[src/common/shb_pkg.sv]
// Package: field positions, reset values, timing and carrier types for the serial control block
package shb_pkg;
	localparam int CMD_W = 16;
	localparam int NUM_OUT = 6;
	localparam int BIT_CLR = 0;
	localparam int BIT_SW_LO = 1;
	localparam int BIT_SW_HI = 12;
	localparam int BIT_OLD_N = 13;
	localparam int BIT_DELAY = 14;
	localparam int BIT_SOFT_EN = 15;
	localparam int ST_PREWARN = 0;
	localparam int ST_SHORT = 13;
	localparam int ST_ENABLE = 14;
	localparam int ST_SUPPLY = 15;
	localparam logic [15:0] CMD_RESET = 16'he000;
	localparam logic [15:0] ALL_ONES = 16'hffff;
	localparam logic [3:0] BIT_CNT_MAX = 4'hf;
	localparam int CLK_MHZ = 10;
	localparam int DELAY_LONG_US = 12000;
	localparam int DELAY_SHORT_US = 1500;
	localparam int DELAY_LONG_CYC = DELAY_LONG_US * CLK_MHZ;
	localparam int DELAY_SHORT_CYC = DELAY_SHORT_US * CLK_MHZ;

	typedef struct packed {
		logic soft_enable;
		logic short_delay_select;
		logic open_load_check_n;
		logic [11:0] switches;
		logic status_clear;
	} shb_cmd_t;

	typedef struct packed {
		logic [11:0] over_current;
		logic [11:0] open_load;
		logic over_temp;
		logic temp_prewarn;
		logic supply_fail;
	} shb_sense_t;
endpackage

[src/verilog/shb_serial_ctrl.sv]
// Serial command and status interface of the six half-bridge driver
`timescale 1ns/10ps
// Overview of operation
// - Chip select falling starts a new frame.
// - New command takes effect only at chip select rising.
// - Data-in sampled on each falling serial clock edge.
// - Data-out driven while chip select low, released while high.
// - Data-out changes on rising serial clock, stable until next rise.
// - Status goes out LSB first; bit 0 is temperature pre-warning.
// - Command bit 0 clears supply-fail, short and over-temperature flags.
// - Bits 1..12 switch low and high sides; odd low, even high.
// - Bit 13 low enables open-load detection.
// - Bit 14 picks shutdown delay: high 12 ms, low 1.5 ms.
// - Bit 15 software enable; low is standby, serial still works.
// - Hardware enable low means standby.
// - Fault pin pulled low on over-temperature or over-current.
// - Status 1..12 output or open load, 13 short, 14 enable, 15 supply.
// - Over-temperature flag returns all sixteen status bits high; outputs stay as commanded.
// - Reset command: soft enable, delay select, open-load-off high.
// - Either enable low turns all outputs off; serial stays active.
module shb_serial_ctrl #(
	parameter int DELAY_LONG = shb_pkg::DELAY_LONG_CYC,
	parameter int DELAY_SHORT = shb_pkg::DELAY_SHORT_CYC
) (
	input wire logic clk,
	input wire logic sys_rst,
	input wire logic chip_sel_n,
	input wire logic serial_clk,
	input wire logic serial_in,
	input wire logic hw_enable,
	input wire shb_pkg::shb_sense_t sense,
	output logic serial_out,
	output logic serial_out_oe,
	output logic fault_n_out,
	output logic fault_n_oe,
	output logic [shb_pkg::NUM_OUT-1:0] low_switch_on,
	output logic [shb_pkg::NUM_OUT-1:0] high_switch_on,
	output logic open_load_enable,
	output logic status_clear_pulse
);
	localparam int CNT_W = $clog2(DELAY_LONG + 1);

	logic [2:0] cs_s_r, sck_s_r, din_s_r, en_s_r;
	logic [shb_pkg::NUM_OUT*2-1:0] sense_s1_r, sense_s2_r;
	logic [2:0] flag_s1_r, flag_s2_r;
	logic [shb_pkg::NUM_OUT*2-1:0] ol_s1_r, ol_s2_r;
	logic [15:0] shift_in_r, shift_in_nxt;
	logic [15:0] shift_out_r, shift_out_nxt;
	logic [3:0] bit_cnt_r;
	shb_pkg::shb_cmd_t cmd_r, cmd_nxt;
	logic [11:0] tripped_r;
	logic [CNT_W-1:0] oc_cnt_r [12];
	logic short_flag_r, supply_fail_r, over_temp_r;

	// Synchronisers: first stage read only by the second
	always_ff @(posedge clk) begin
		cs_s_r <= {cs_s_r[1:0], chip_sel_n};
		sck_s_r <= {sck_s_r[1:0], serial_clk};
		din_s_r <= {din_s_r[1:0], serial_in};
		en_s_r <= {en_s_r[1:0], hw_enable};
		sense_s1_r <= sense.over_current;
		sense_s2_r <= sense_s1_r;
		flag_s1_r <= {sense.over_temp, sense.supply_fail, sense.temp_prewarn};
		flag_s2_r <= flag_s1_r;
		ol_s1_r <= sense.open_load;
		ol_s2_r <= ol_s1_r;
	end

	// Pin edges seen in the clock domain
	wire cs_low = ~cs_s_r[1];
	wire cs_fall = cs_s_r[2] & ~cs_s_r[1];
	wire cs_rise = ~cs_s_r[2] & cs_s_r[1];
	wire sck_fall = cs_low & sck_s_r[2] & ~sck_s_r[1];
	wire sck_rise = cs_low & ~sck_s_r[2] & sck_s_r[1];
	wire din_bit = din_s_r[1];
	wire hw_en = en_s_r[1];
	// Enables, clear and over-current gating
	wire run_en = cmd_r.soft_enable & hw_en;
	wire clear_now = cs_rise & shift_in_r[shb_pkg::BIT_CLR];
	wire delay_sel = cmd_r.short_delay_select;
	wire [CNT_W-1:0] delay_lim = delay_sel ? CNT_W'(DELAY_LONG) : CNT_W'(DELAY_SHORT);
	wire [11:0] sw_on = cmd_r.switches & ~tripped_r & {12{run_en}};
	wire [11:0] oc_now = sense_s2_r;

	// Status word assembly
	wire [11:0] sw_stat = cmd_r.open_load_check_n ? sw_on : ol_s2_r;
	wire [15:0] status_word = over_temp_r ? shb_pkg::ALL_ONES :
		{supply_fail_r, run_en, short_flag_r, sw_stat, flag_s2_r[0]};

	// LSB-first shifters
	assign shift_in_nxt = sck_fall ? {din_bit, shift_in_r[15:1]} : shift_in_r;
	assign shift_out_nxt = cs_fall ? status_word :
		(sck_rise && bit_cnt_r != 4'h0) ? {1'b0, shift_out_r[15:1]} : shift_out_r;
	assign cmd_nxt = cs_rise ? shb_pkg::shb_cmd_t'(shift_in_r) : cmd_r;

	always_ff @(posedge clk) begin
		if (sys_rst) begin
			shift_in_r <= 16'h0000;
			shift_out_r <= 16'h0000;
			bit_cnt_r <= 4'h0;
			cmd_r <= shb_pkg::shb_cmd_t'(shb_pkg::CMD_RESET);
		end else begin
			shift_in_r <= cs_fall ? 16'h0000 : shift_in_nxt;
			shift_out_r <= shift_out_nxt;
			cmd_r <= cmd_nxt;
			if (cs_fall)
				bit_cnt_r <= 4'h0;
			else if (sck_rise && bit_cnt_r != shb_pkg::BIT_CNT_MAX)
				bit_cnt_r <= bit_cnt_r + 4'h1;
		end
	end

	// Over-current timers per switch
	genvar g;
	generate
		for (g = 0; g < 12; g++) begin : g_oc
			always_ff @(posedge clk) begin
				if (sys_rst) begin
					oc_cnt_r[g] <= '0;
					tripped_r[g] <= 1'b0;
				end else begin
					if (!(oc_now[g] && sw_on[g]))
						oc_cnt_r[g] <= '0;
					else if (oc_cnt_r[g] < delay_lim)
						oc_cnt_r[g] <= oc_cnt_r[g] + CNT_W'(1);
					if (oc_now[g] && sw_on[g] && oc_cnt_r[g] >= delay_lim - CNT_W'(1))
						tripped_r[g] <= 1'b1;
					else if (clear_now)
						tripped_r[g] <= 1'b0;
				end
			end
		end
	endgenerate

	// Sticky flags: set wins over clear for supply and over-temperature, clear wins for short
	always_ff @(posedge clk) begin
		if (sys_rst) begin
			short_flag_r <= 1'b0;
			supply_fail_r <= 1'b0;
			over_temp_r <= 1'b0;
		end else begin
			// Short flag drops with the tripped switches it reports
			short_flag_r <= ((|tripped_r) | short_flag_r) & ~clear_now;
			supply_fail_r <= flag_s2_r[1] | (supply_fail_r & ~clear_now);
			over_temp_r <= flag_s2_r[2] | (over_temp_r & ~clear_now);
		end
	end

	// Registered outputs
	always_ff @(posedge clk) begin
		if (sys_rst) begin
			serial_out <= 1'b0;
			serial_out_oe <= 1'b0;
			fault_n_out <= 1'b0;
			fault_n_oe <= 1'b0;
			low_switch_on <= '0;
			high_switch_on <= '0;
			open_load_enable <= 1'b0;
			status_clear_pulse <= 1'b0;
		end else begin
			serial_out <= shift_out_nxt[0];
			serial_out_oe <= cs_low;
			fault_n_out <= 1'b0;
			fault_n_oe <= over_temp_r | short_flag_r;
			for (int i = 0; i < shb_pkg::NUM_OUT; i++) begin
				low_switch_on[i] <= sw_on[2*i];
				high_switch_on[i] <= sw_on[2*i+1];
			end
			open_load_enable <= ~cmd_r.open_load_check_n;
			status_clear_pulse <= clear_now;
		end
	end

	// Checks
	a_cmd_hold: assert property (@(posedge clk) disable iff (sys_rst)
		!cs_rise |=> cmd_r == $past(cmd_r)) else $error("command changed outside cs rise");
	a_do_release: assert property (@(posedge clk) disable iff (sys_rst)
		!cs_low |=> !serial_out_oe) else $error("data-out driven while deselected");
	a_do_stable: assert property (@(posedge clk) disable iff (sys_rst)
		(cs_low && !sck_rise && !cs_fall) |=> $stable(serial_out)) else $error("data-out moved");
	a_load_status: assert property (@(posedge clk) disable iff (sys_rst)
		cs_fall |=> shift_out_r == $past(status_word)) else $error("status not loaded");
	a_standby_off: assert property (@(posedge clk) disable iff (sys_rst)
		!run_en |=> (low_switch_on == '0 && high_switch_on == '0)) else $error("output in standby");
	a_fault_pin: assert property (@(posedge clk) disable iff (sys_rst)
		over_temp_r |=> fault_n_oe && !fault_n_out) else $error("fault not pulled");
	a_ot_ones: assert property (@(posedge clk) disable iff (sys_rst)
		over_temp_r |-> status_word == shb_pkg::ALL_ONES) else $error("overtemp word wrong");
	a_clear_flags: assert property (@(posedge clk) disable iff (sys_rst)
		(clear_now && !flag_s2_r[1]) |=> !supply_fail_r) else $error("supply flag kept");
	a_sample_in: assert property (@(posedge clk) disable iff (sys_rst)
		(sck_fall && !cs_fall) |=> shift_in_r[15] == $past(din_bit)) else $error("bit missed");

	// Output and protection checks
	a_ls_cmd: assert property (@(posedge clk) disable iff (sys_rst)
		low_switch_on[0] |-> $past(cmd_r.switches[0] && run_en)) else $error("low side on");
	a_hs_cmd: assert property (@(posedge clk) disable iff (sys_rst)
		high_switch_on[0] |-> $past(cmd_r.switches[1] && run_en)) else $error("high side on");
	a_trip_hold: assert property (@(posedge clk) disable iff (sys_rst)
		(tripped_r[0] && !clear_now) |=> tripped_r[0]) else $error("trip released");
	a_ol_enable: assert property (@(posedge clk) disable iff (sys_rst)
		1'b1 |=> open_load_enable == !$past(cmd_r.open_load_check_n)) else $error("open-load");
	a_clear_pulse: assert property (@(posedge clk) disable iff (sys_rst)
		1'b1 |=> status_clear_pulse == $past(clear_now)) else $error("clear pulse wrong");
	a_oe_drive: assert property (@(posedge clk) disable iff (sys_rst)
		cs_low |=> serial_out_oe) else $error("data-out not driven");
	a_short_fault: assert property (@(posedge clk) disable iff (sys_rst)
		short_flag_r |=> fault_n_oe) else $error("fault not pulled on short");
	a_short_clear: assert property (@(posedge clk) disable iff (sys_rst)
		clear_now |=> !short_flag_r) else $error("short flag kept");
	a_hw_standby: assert property (@(posedge clk) disable iff (sys_rst)
		!hw_en |=> (low_switch_on == '0 && high_switch_on == '0)) else $error("hw standby");
	a_soft_standby: assert property (@(posedge clk) disable iff (sys_rst)
		!cmd_r.soft_enable |=> (low_switch_on == '0 && high_switch_on == '0)) else $error("sw");
	a_en_status: assert property (@(posedge clk) disable iff (sys_rst)
		!over_temp_r |-> status_word[shb_pkg::ST_ENABLE] == run_en) else $error("enable bit");
	a_prewarn_bit: assert property (@(posedge clk) disable iff (sys_rst)
		!over_temp_r |-> status_word[shb_pkg::ST_PREWARN] == flag_s2_r[0]) else $error("prewarn");
endmodule

[config.mk]
export PLATFORM = sky130hd
export DESIGN_NAME = shb_serial_ctrl
export DESIGN_NICKNAME = d
export VERILOG_FILES = /design/src/common/shb_pkg.sv /design/src/verilog/shb_serial_ctrl.sv
export SDC_FILE = /design/constraint.sdc
export NUM_CORES = 1
export LEC_CHECK = 0
export ABC_AREA = 0
export ABC_CLOCK_PERIOD_IN_PS = 6000
export BUFFER_PORTS_ARGS = -buffer_cell sky130_fd_sc_hd__buf_2
export CAP_MARGIN = 10
export CELL_PAD_IN_SITES_DETAIL_PLACEMENT = 0
export CELL_PAD_IN_SITES_GLOBAL_PLACEMENT = 2
export CORE_ASPECT_RATIO = 0.8
export CORE_MARGIN = 2
export CORE_UTILIZATION = 43
export CTS_BUF_LIST = sky130_fd_sc_hd__clkbuf_4
export DETAILED_ROUTE_END_ITERATION = 7
export PLACE_DENSITY_LB_ADDON = 0.05
export SETUP_SLACK_MARGIN = 0.5
export SLEW_MARGIN = 10
export SYNTH_ARGS = -nofsm -noshare
export SYNTH_HDL_FRONTEND = slang
export SYNTH_SLANG_ARGS = --single-unit
[constraint.sdc]
create_clock -name clk -period 6 [get_ports clk]
set_input_delay 1.2 -clock clk [delete_from_list [all_inputs] [get_ports clk]]
set_output_delay 1.2 -clock clk [all_outputs]
set_load 0.01 [all_outputs]
==> flow_results.xml <==
<?xml version="1.0" encoding="UTF-8"?>
<metrics>
  <group name="die">
    <metric name="num_rows" unit="">68</metric>
    <metric name="top_level_ports" unit="">51</metric>
    <metric name="floorplan.die.height" unit="um">191</metric>
    <metric name="floorplan.die.width" unit="um">238</metric>
    <metric name="floorplan.core_area" unit="mm2">0.0432</metric>
    <metric name="dieArea" unit="mm2">0.0456</metric>
    <metric name="initial_core_utilization" unit="%">43.7</metric>
  </group>
  <group name="clock_tree">
    <metric name="path_clk_slew" unit="ns">0.07</metric>
    <metric name="cts_inserted_buffers" unit="">92</metric>
    <metric name="cts.hold.buffers_added" unit="">0</metric>
    <metric name="clock_sink_count" unit="">350</metric>
    <metric name="cts-root-to-sink-buffers" unit="">3</metric>
    <metric name="cts_tree" unit="">done</metric>
    <metric name="cts_root_buf" unit="">clkbuf_4</metric>
    <metric name="worst_skew_pair.late_latency" unit="ns">0.80</metric>
    <metric name="cts_post_setup_buffers_inserted" unit="">0</metric>
    <metric name="htree_num_levels" unit="">3</metric>
    <metric name="cts.repair.resized" unit="">0</metric>
  </group>
  <group name="sta">
    <metric name="period_share" unit="%">66.9</metric>
    <metric name="worst_hold_slack" unit="ns">0.307</metric>
    <metric name="final_hold_viol_count" unit="">0</metric>
    <metric name="finalSetupViolations" unit="">0</metric>
    <metric name="final_max_slew_viol_count" unit="">0</metric>
    <metric name="max-slew-margin-rel" unit="%">22.6</metric>
    <metric name="maxClockFrequency" unit="MHz">249</metric>
    <metric name="timing.final.crit_period" unit="ns">4.01</metric>
    <metric name="grt_setup_unrepaired" unit="">no</metric>
    <metric name="skew" unit="ns">0.0289</metric>
    <metric name="tns" unit="ns">0</metric>
    <metric name="worstMarginPinSlew" unit="ns">1.16</metric>
    <metric name="timing.final.ws_setup" unit="ns">1.99</metric>
  </group>
  <group name="global_routing">
    <metric name="grt_usage" unit="%">19.1</metric>
    <metric name="via_count_of_the_first_global_routing_pass" unit="">13201</metric>
    <metric name="grt-ovfl-total" unit="">0</metric>
    <metric name="grt_max_degree" unit="">50</metric>
    <metric name="antenna_violations_before_repair" unit="">2</metric>
    <metric name="first_pass_grt_wire_length" unit="um">69900</metric>
  </group>
  <group name="yosys">
    <metric name="dominantRegCellSynth" unit="">edfxtp_1</metric>
    <metric name="syn_area_per_cell" unit="um2">10.2</metric>
    <metric name="async_flop_share" unit="%">0</metric>
    <metric name="post_synth_num_cell_types" unit="">65</metric>
    <metric name="postSynthNetCount" unit="">2034</metric>
    <metric name="number_of_enable_type_register_cells_in_the_synthesized_netlist" unit="">204</metric>
    <metric name="synth_sequential_area_ratio" unit="%">47.9</metric>
    <metric name="postSynthCellCount" unit="">1843</metric>
    <metric name="yosys_register_bits" unit="">350</metric>
    <metric name="synth_largest_area_cell" unit="">edfxtp_1</metric>
    <metric name="synthesis.yosys.warnings" unit="">0</metric>
    <metric name="synth_top_cell_area_share" unit="%">32.4</metric>
    <metric name="mappedNetlistArea" unit="mm2">0.0189</metric>
    <metric name="top_post_synthesis_cells_by_area" unit="">edfxtp_1 (32%), dfxtp_1 (15%), ha_1 (10%)</metric>
  </group>
  <group name="status">
    <metric name="outcome" unit="">finished, final reports clean</metric>
  </group>
  <group name="setup_path">
    <metric name="worstReg2RegStart" unit="">delay_sel</metric>
    <metric name="startpoint_type" unit="">register</metric>
    <metric name="critical-path-max-stage-delay" unit="ns">0.87</metric>
    <metric name="crit_slowest_cell" unit="">or3b_1</metric>
    <metric name="worstSetupStartpoint" unit="">delay_sel</metric>
    <metric name="worstPathCellList" unit="">inv_4 &gt; buf_4 &gt; ha_1 &gt; and3_1 &gt; nand3_1 &gt; a2111oi_0 &gt; or3b_1 &gt; nand2_1</metric>
    <metric name="worst-setup-path-type" unit="">reg -&gt; reg</metric>
    <metric name="crit_required" unit="ns">6.34</metric>
    <metric name="worst-path-max-fanout" unit="">49</metric>
    <metric name="end_kind" unit="">register</metric>
    <metric name="worst-endpoint-arrival" unit="ns">4.36</metric>
  </group>
  <group name="place">
    <metric name="pre_cts_slack" unit="ns">1.66</metric>
    <metric name="gp_congestion" unit="">0.769</metric>
    <metric name="post_dp_cell_area" unit="mm2">0.0196</metric>
    <metric name="place_hpwl" unit="um">28500</metric>
    <metric name="post-place-cells" unit="">2411</metric>
    <metric name="number_of_i_o_port_buffers" unit="">49</metric>
  </group>
  <group name="pwr">
    <metric name="p_leak" unit="nW">8.00</metric>
    <metric name="peak_vdd_ir" unit="V">0.000181</metric>
    <metric name="power-per-cell-area" unit="mW/mm2">235</metric>
  </group>
  <group name="routing">
    <metric name="detailedRoute.firstPassIterationCount" unit="">5</metric>
    <metric name="drt-total-wl" unit="um">42500</metric>
    <metric name="drt_drc_violations_left" unit="">0</metric>
    <metric name="drt_iter0_drc" unit="">768</metric>
    <metric name="post_route_ant_nets" unit="">0</metric>
    <metric name="avgRoutedWirePerCell" unit="um">16.5</metric>
    <metric name="routed_via_density" unit="">5.22</metric>
    <metric name="vias" unit="">13473</metric>
  </group>
  <group name="hold_path">
    <metric name="hold_path.startpoint" unit="">sense_s1_r[6]</metric>
    <metric name="hold_path.class" unit="">reg -&gt; reg</metric>
  </group>
  <group name="layout">
    <metric name="drive_gt1_share" unit="%">13.8</metric>
    <metric name="stdcell_area" unit="mm2">0.0208</metric>
    <metric name="finish.cell_count_without_fillers" unit="">2583</metric>
    <metric name="syn_to_final_growth" unit="%">10.1</metric>
    <metric name="finish.net_count" unit="">2136</metric>
  </group>
  <group name="run">
    <metric name="maxCapViolations" unit="">0</metric>
  </group>
</metrics>
[layer usage]
layer | track usage, % | routed length [um]
met1 | 28.2 | 22200
met2 | 27.9 | 17600
met3 | 3.71 | 1660
met4 | 6.49 | 987
met5 | 0 | 0
[state kept, by name, summed over array words and instances (netlist names), 4 cells and up]
name            cells
oc_cnt_r          204
shift_in_r         16
shift_out_r        15
cmd_r              14
oc_now             12
ol_s1_r            12
ol_s2_r            12
sense_s1_r         12
tripped_r          12
high_switch_on      6
low_switch_on       6
bit_cnt_r           4
[power by group]
group | leakage, nW | internal [mW] | switching (mW)
clock network | 0.732 | 1.13 | 1.02
logic | 3.54 | 0.0606 | 0.111
registers | 3.72 | 2.55 | 0.0203
total | 8.00 | 3.73 | 1.15
[cell usage after synthesis, types with 9 or more instances]
cell,n
a211oi_1,19
a21o_1,11
a21oi_1,90
a221oi_1,18
and2_1,11
and3_1,37
and4_1,12
buf_2,9
clkbuf_1,27
dfxtp_1,146
edfxtp_1,204
ha_1,158
inv_1,56
nand2_1,170
nand2b_1,9
nand3_1,101
nand4_1,54
nand4b_1,10
nor2_1,235
nor2_2,17
nor2_4,31
nor2b_1,39
nor3_1,35
o21a_1,11
o21ai_0,28
o31a_1,10
o31ai_1,9
or2_0,11
xnor2_1,101
xor2_1,78
[area by class of cell]
cell class | instances | area (um2)
fill | 4117 | 22400
multi-input combinational | 1388 | 9310
sequential | 350 | 9050
clock buffer | 150 | 1130
tap | 560 | 701
timing repair buffer | 57 | 305
inverter | 56 | 213
clock inverter | 19 | 76.3
antenna | 3 | 7.51
[cells by family (layout without fill, tap and decap cells)]
family          after synthesis  in the layout  share of synthesized area [%]
compound gates              233            233                           8.15
simple gates                815            815                           22.2
fa+ha+maj                   158            158                           10.5
flops                       350            350                           47.9
other cells                   1              4                         0.0199
xor+xnor                    179            179                           8.30
mux                           2              2                          0.106
buf+inv                     105            282                           2.83
[layout by cell type (no fill, tap or decap), drive strengths merged, types with 10 or more instances in the layout]
cell    instances
buf            57
edfxtp        204
dfxtp         146
a221oi         18
xnor2         101
nor2b          41
ha            158
or2            21
o21ai          30
a211oi         19
xor2           78
nor2          283
nor3           35
a21oi          91
clkinv         18
and3           37
a21o           11
and2           11
o31a           10
and4           12
clkbuf        150
nand2         170
inv            57
nand4b         10
nand3         102
nand4          54
o21a           11
[per-stage QoR]
step | util [%] | power [mW]
3_5_place_dp | 45.3 | 2.79
2_1_floorplan | - | 2.72
4_1_cts | 48.1 | 4.97
3_3_place_gp | 45.3 | 2.79
6_report | 48.1 | 4.88
5_1_grt | 48.1 | 5.11
[path summary, 6_finish.rpt]
path	end	slack, ns	cells past startpoint
worst min-delay path	oc_now[6]	0.31	0
worst min register to register	oc_now[6]	0.31	0
worst max register to register	oc_cnt_r[2][62]	1.99	8
worst max-delay path	oc_cnt_r[2][62]	1.99	8
[worst max-delay path: cells and delay by family (launching register included)]
family,cells,cell delay (ns)
simple gates,4,1.87
buf+inv,2,0.87
flops,1,0.33
compound gates,1,0.26
fa+ha+maj,1,0.20
(Power assumes the default switching activity.)
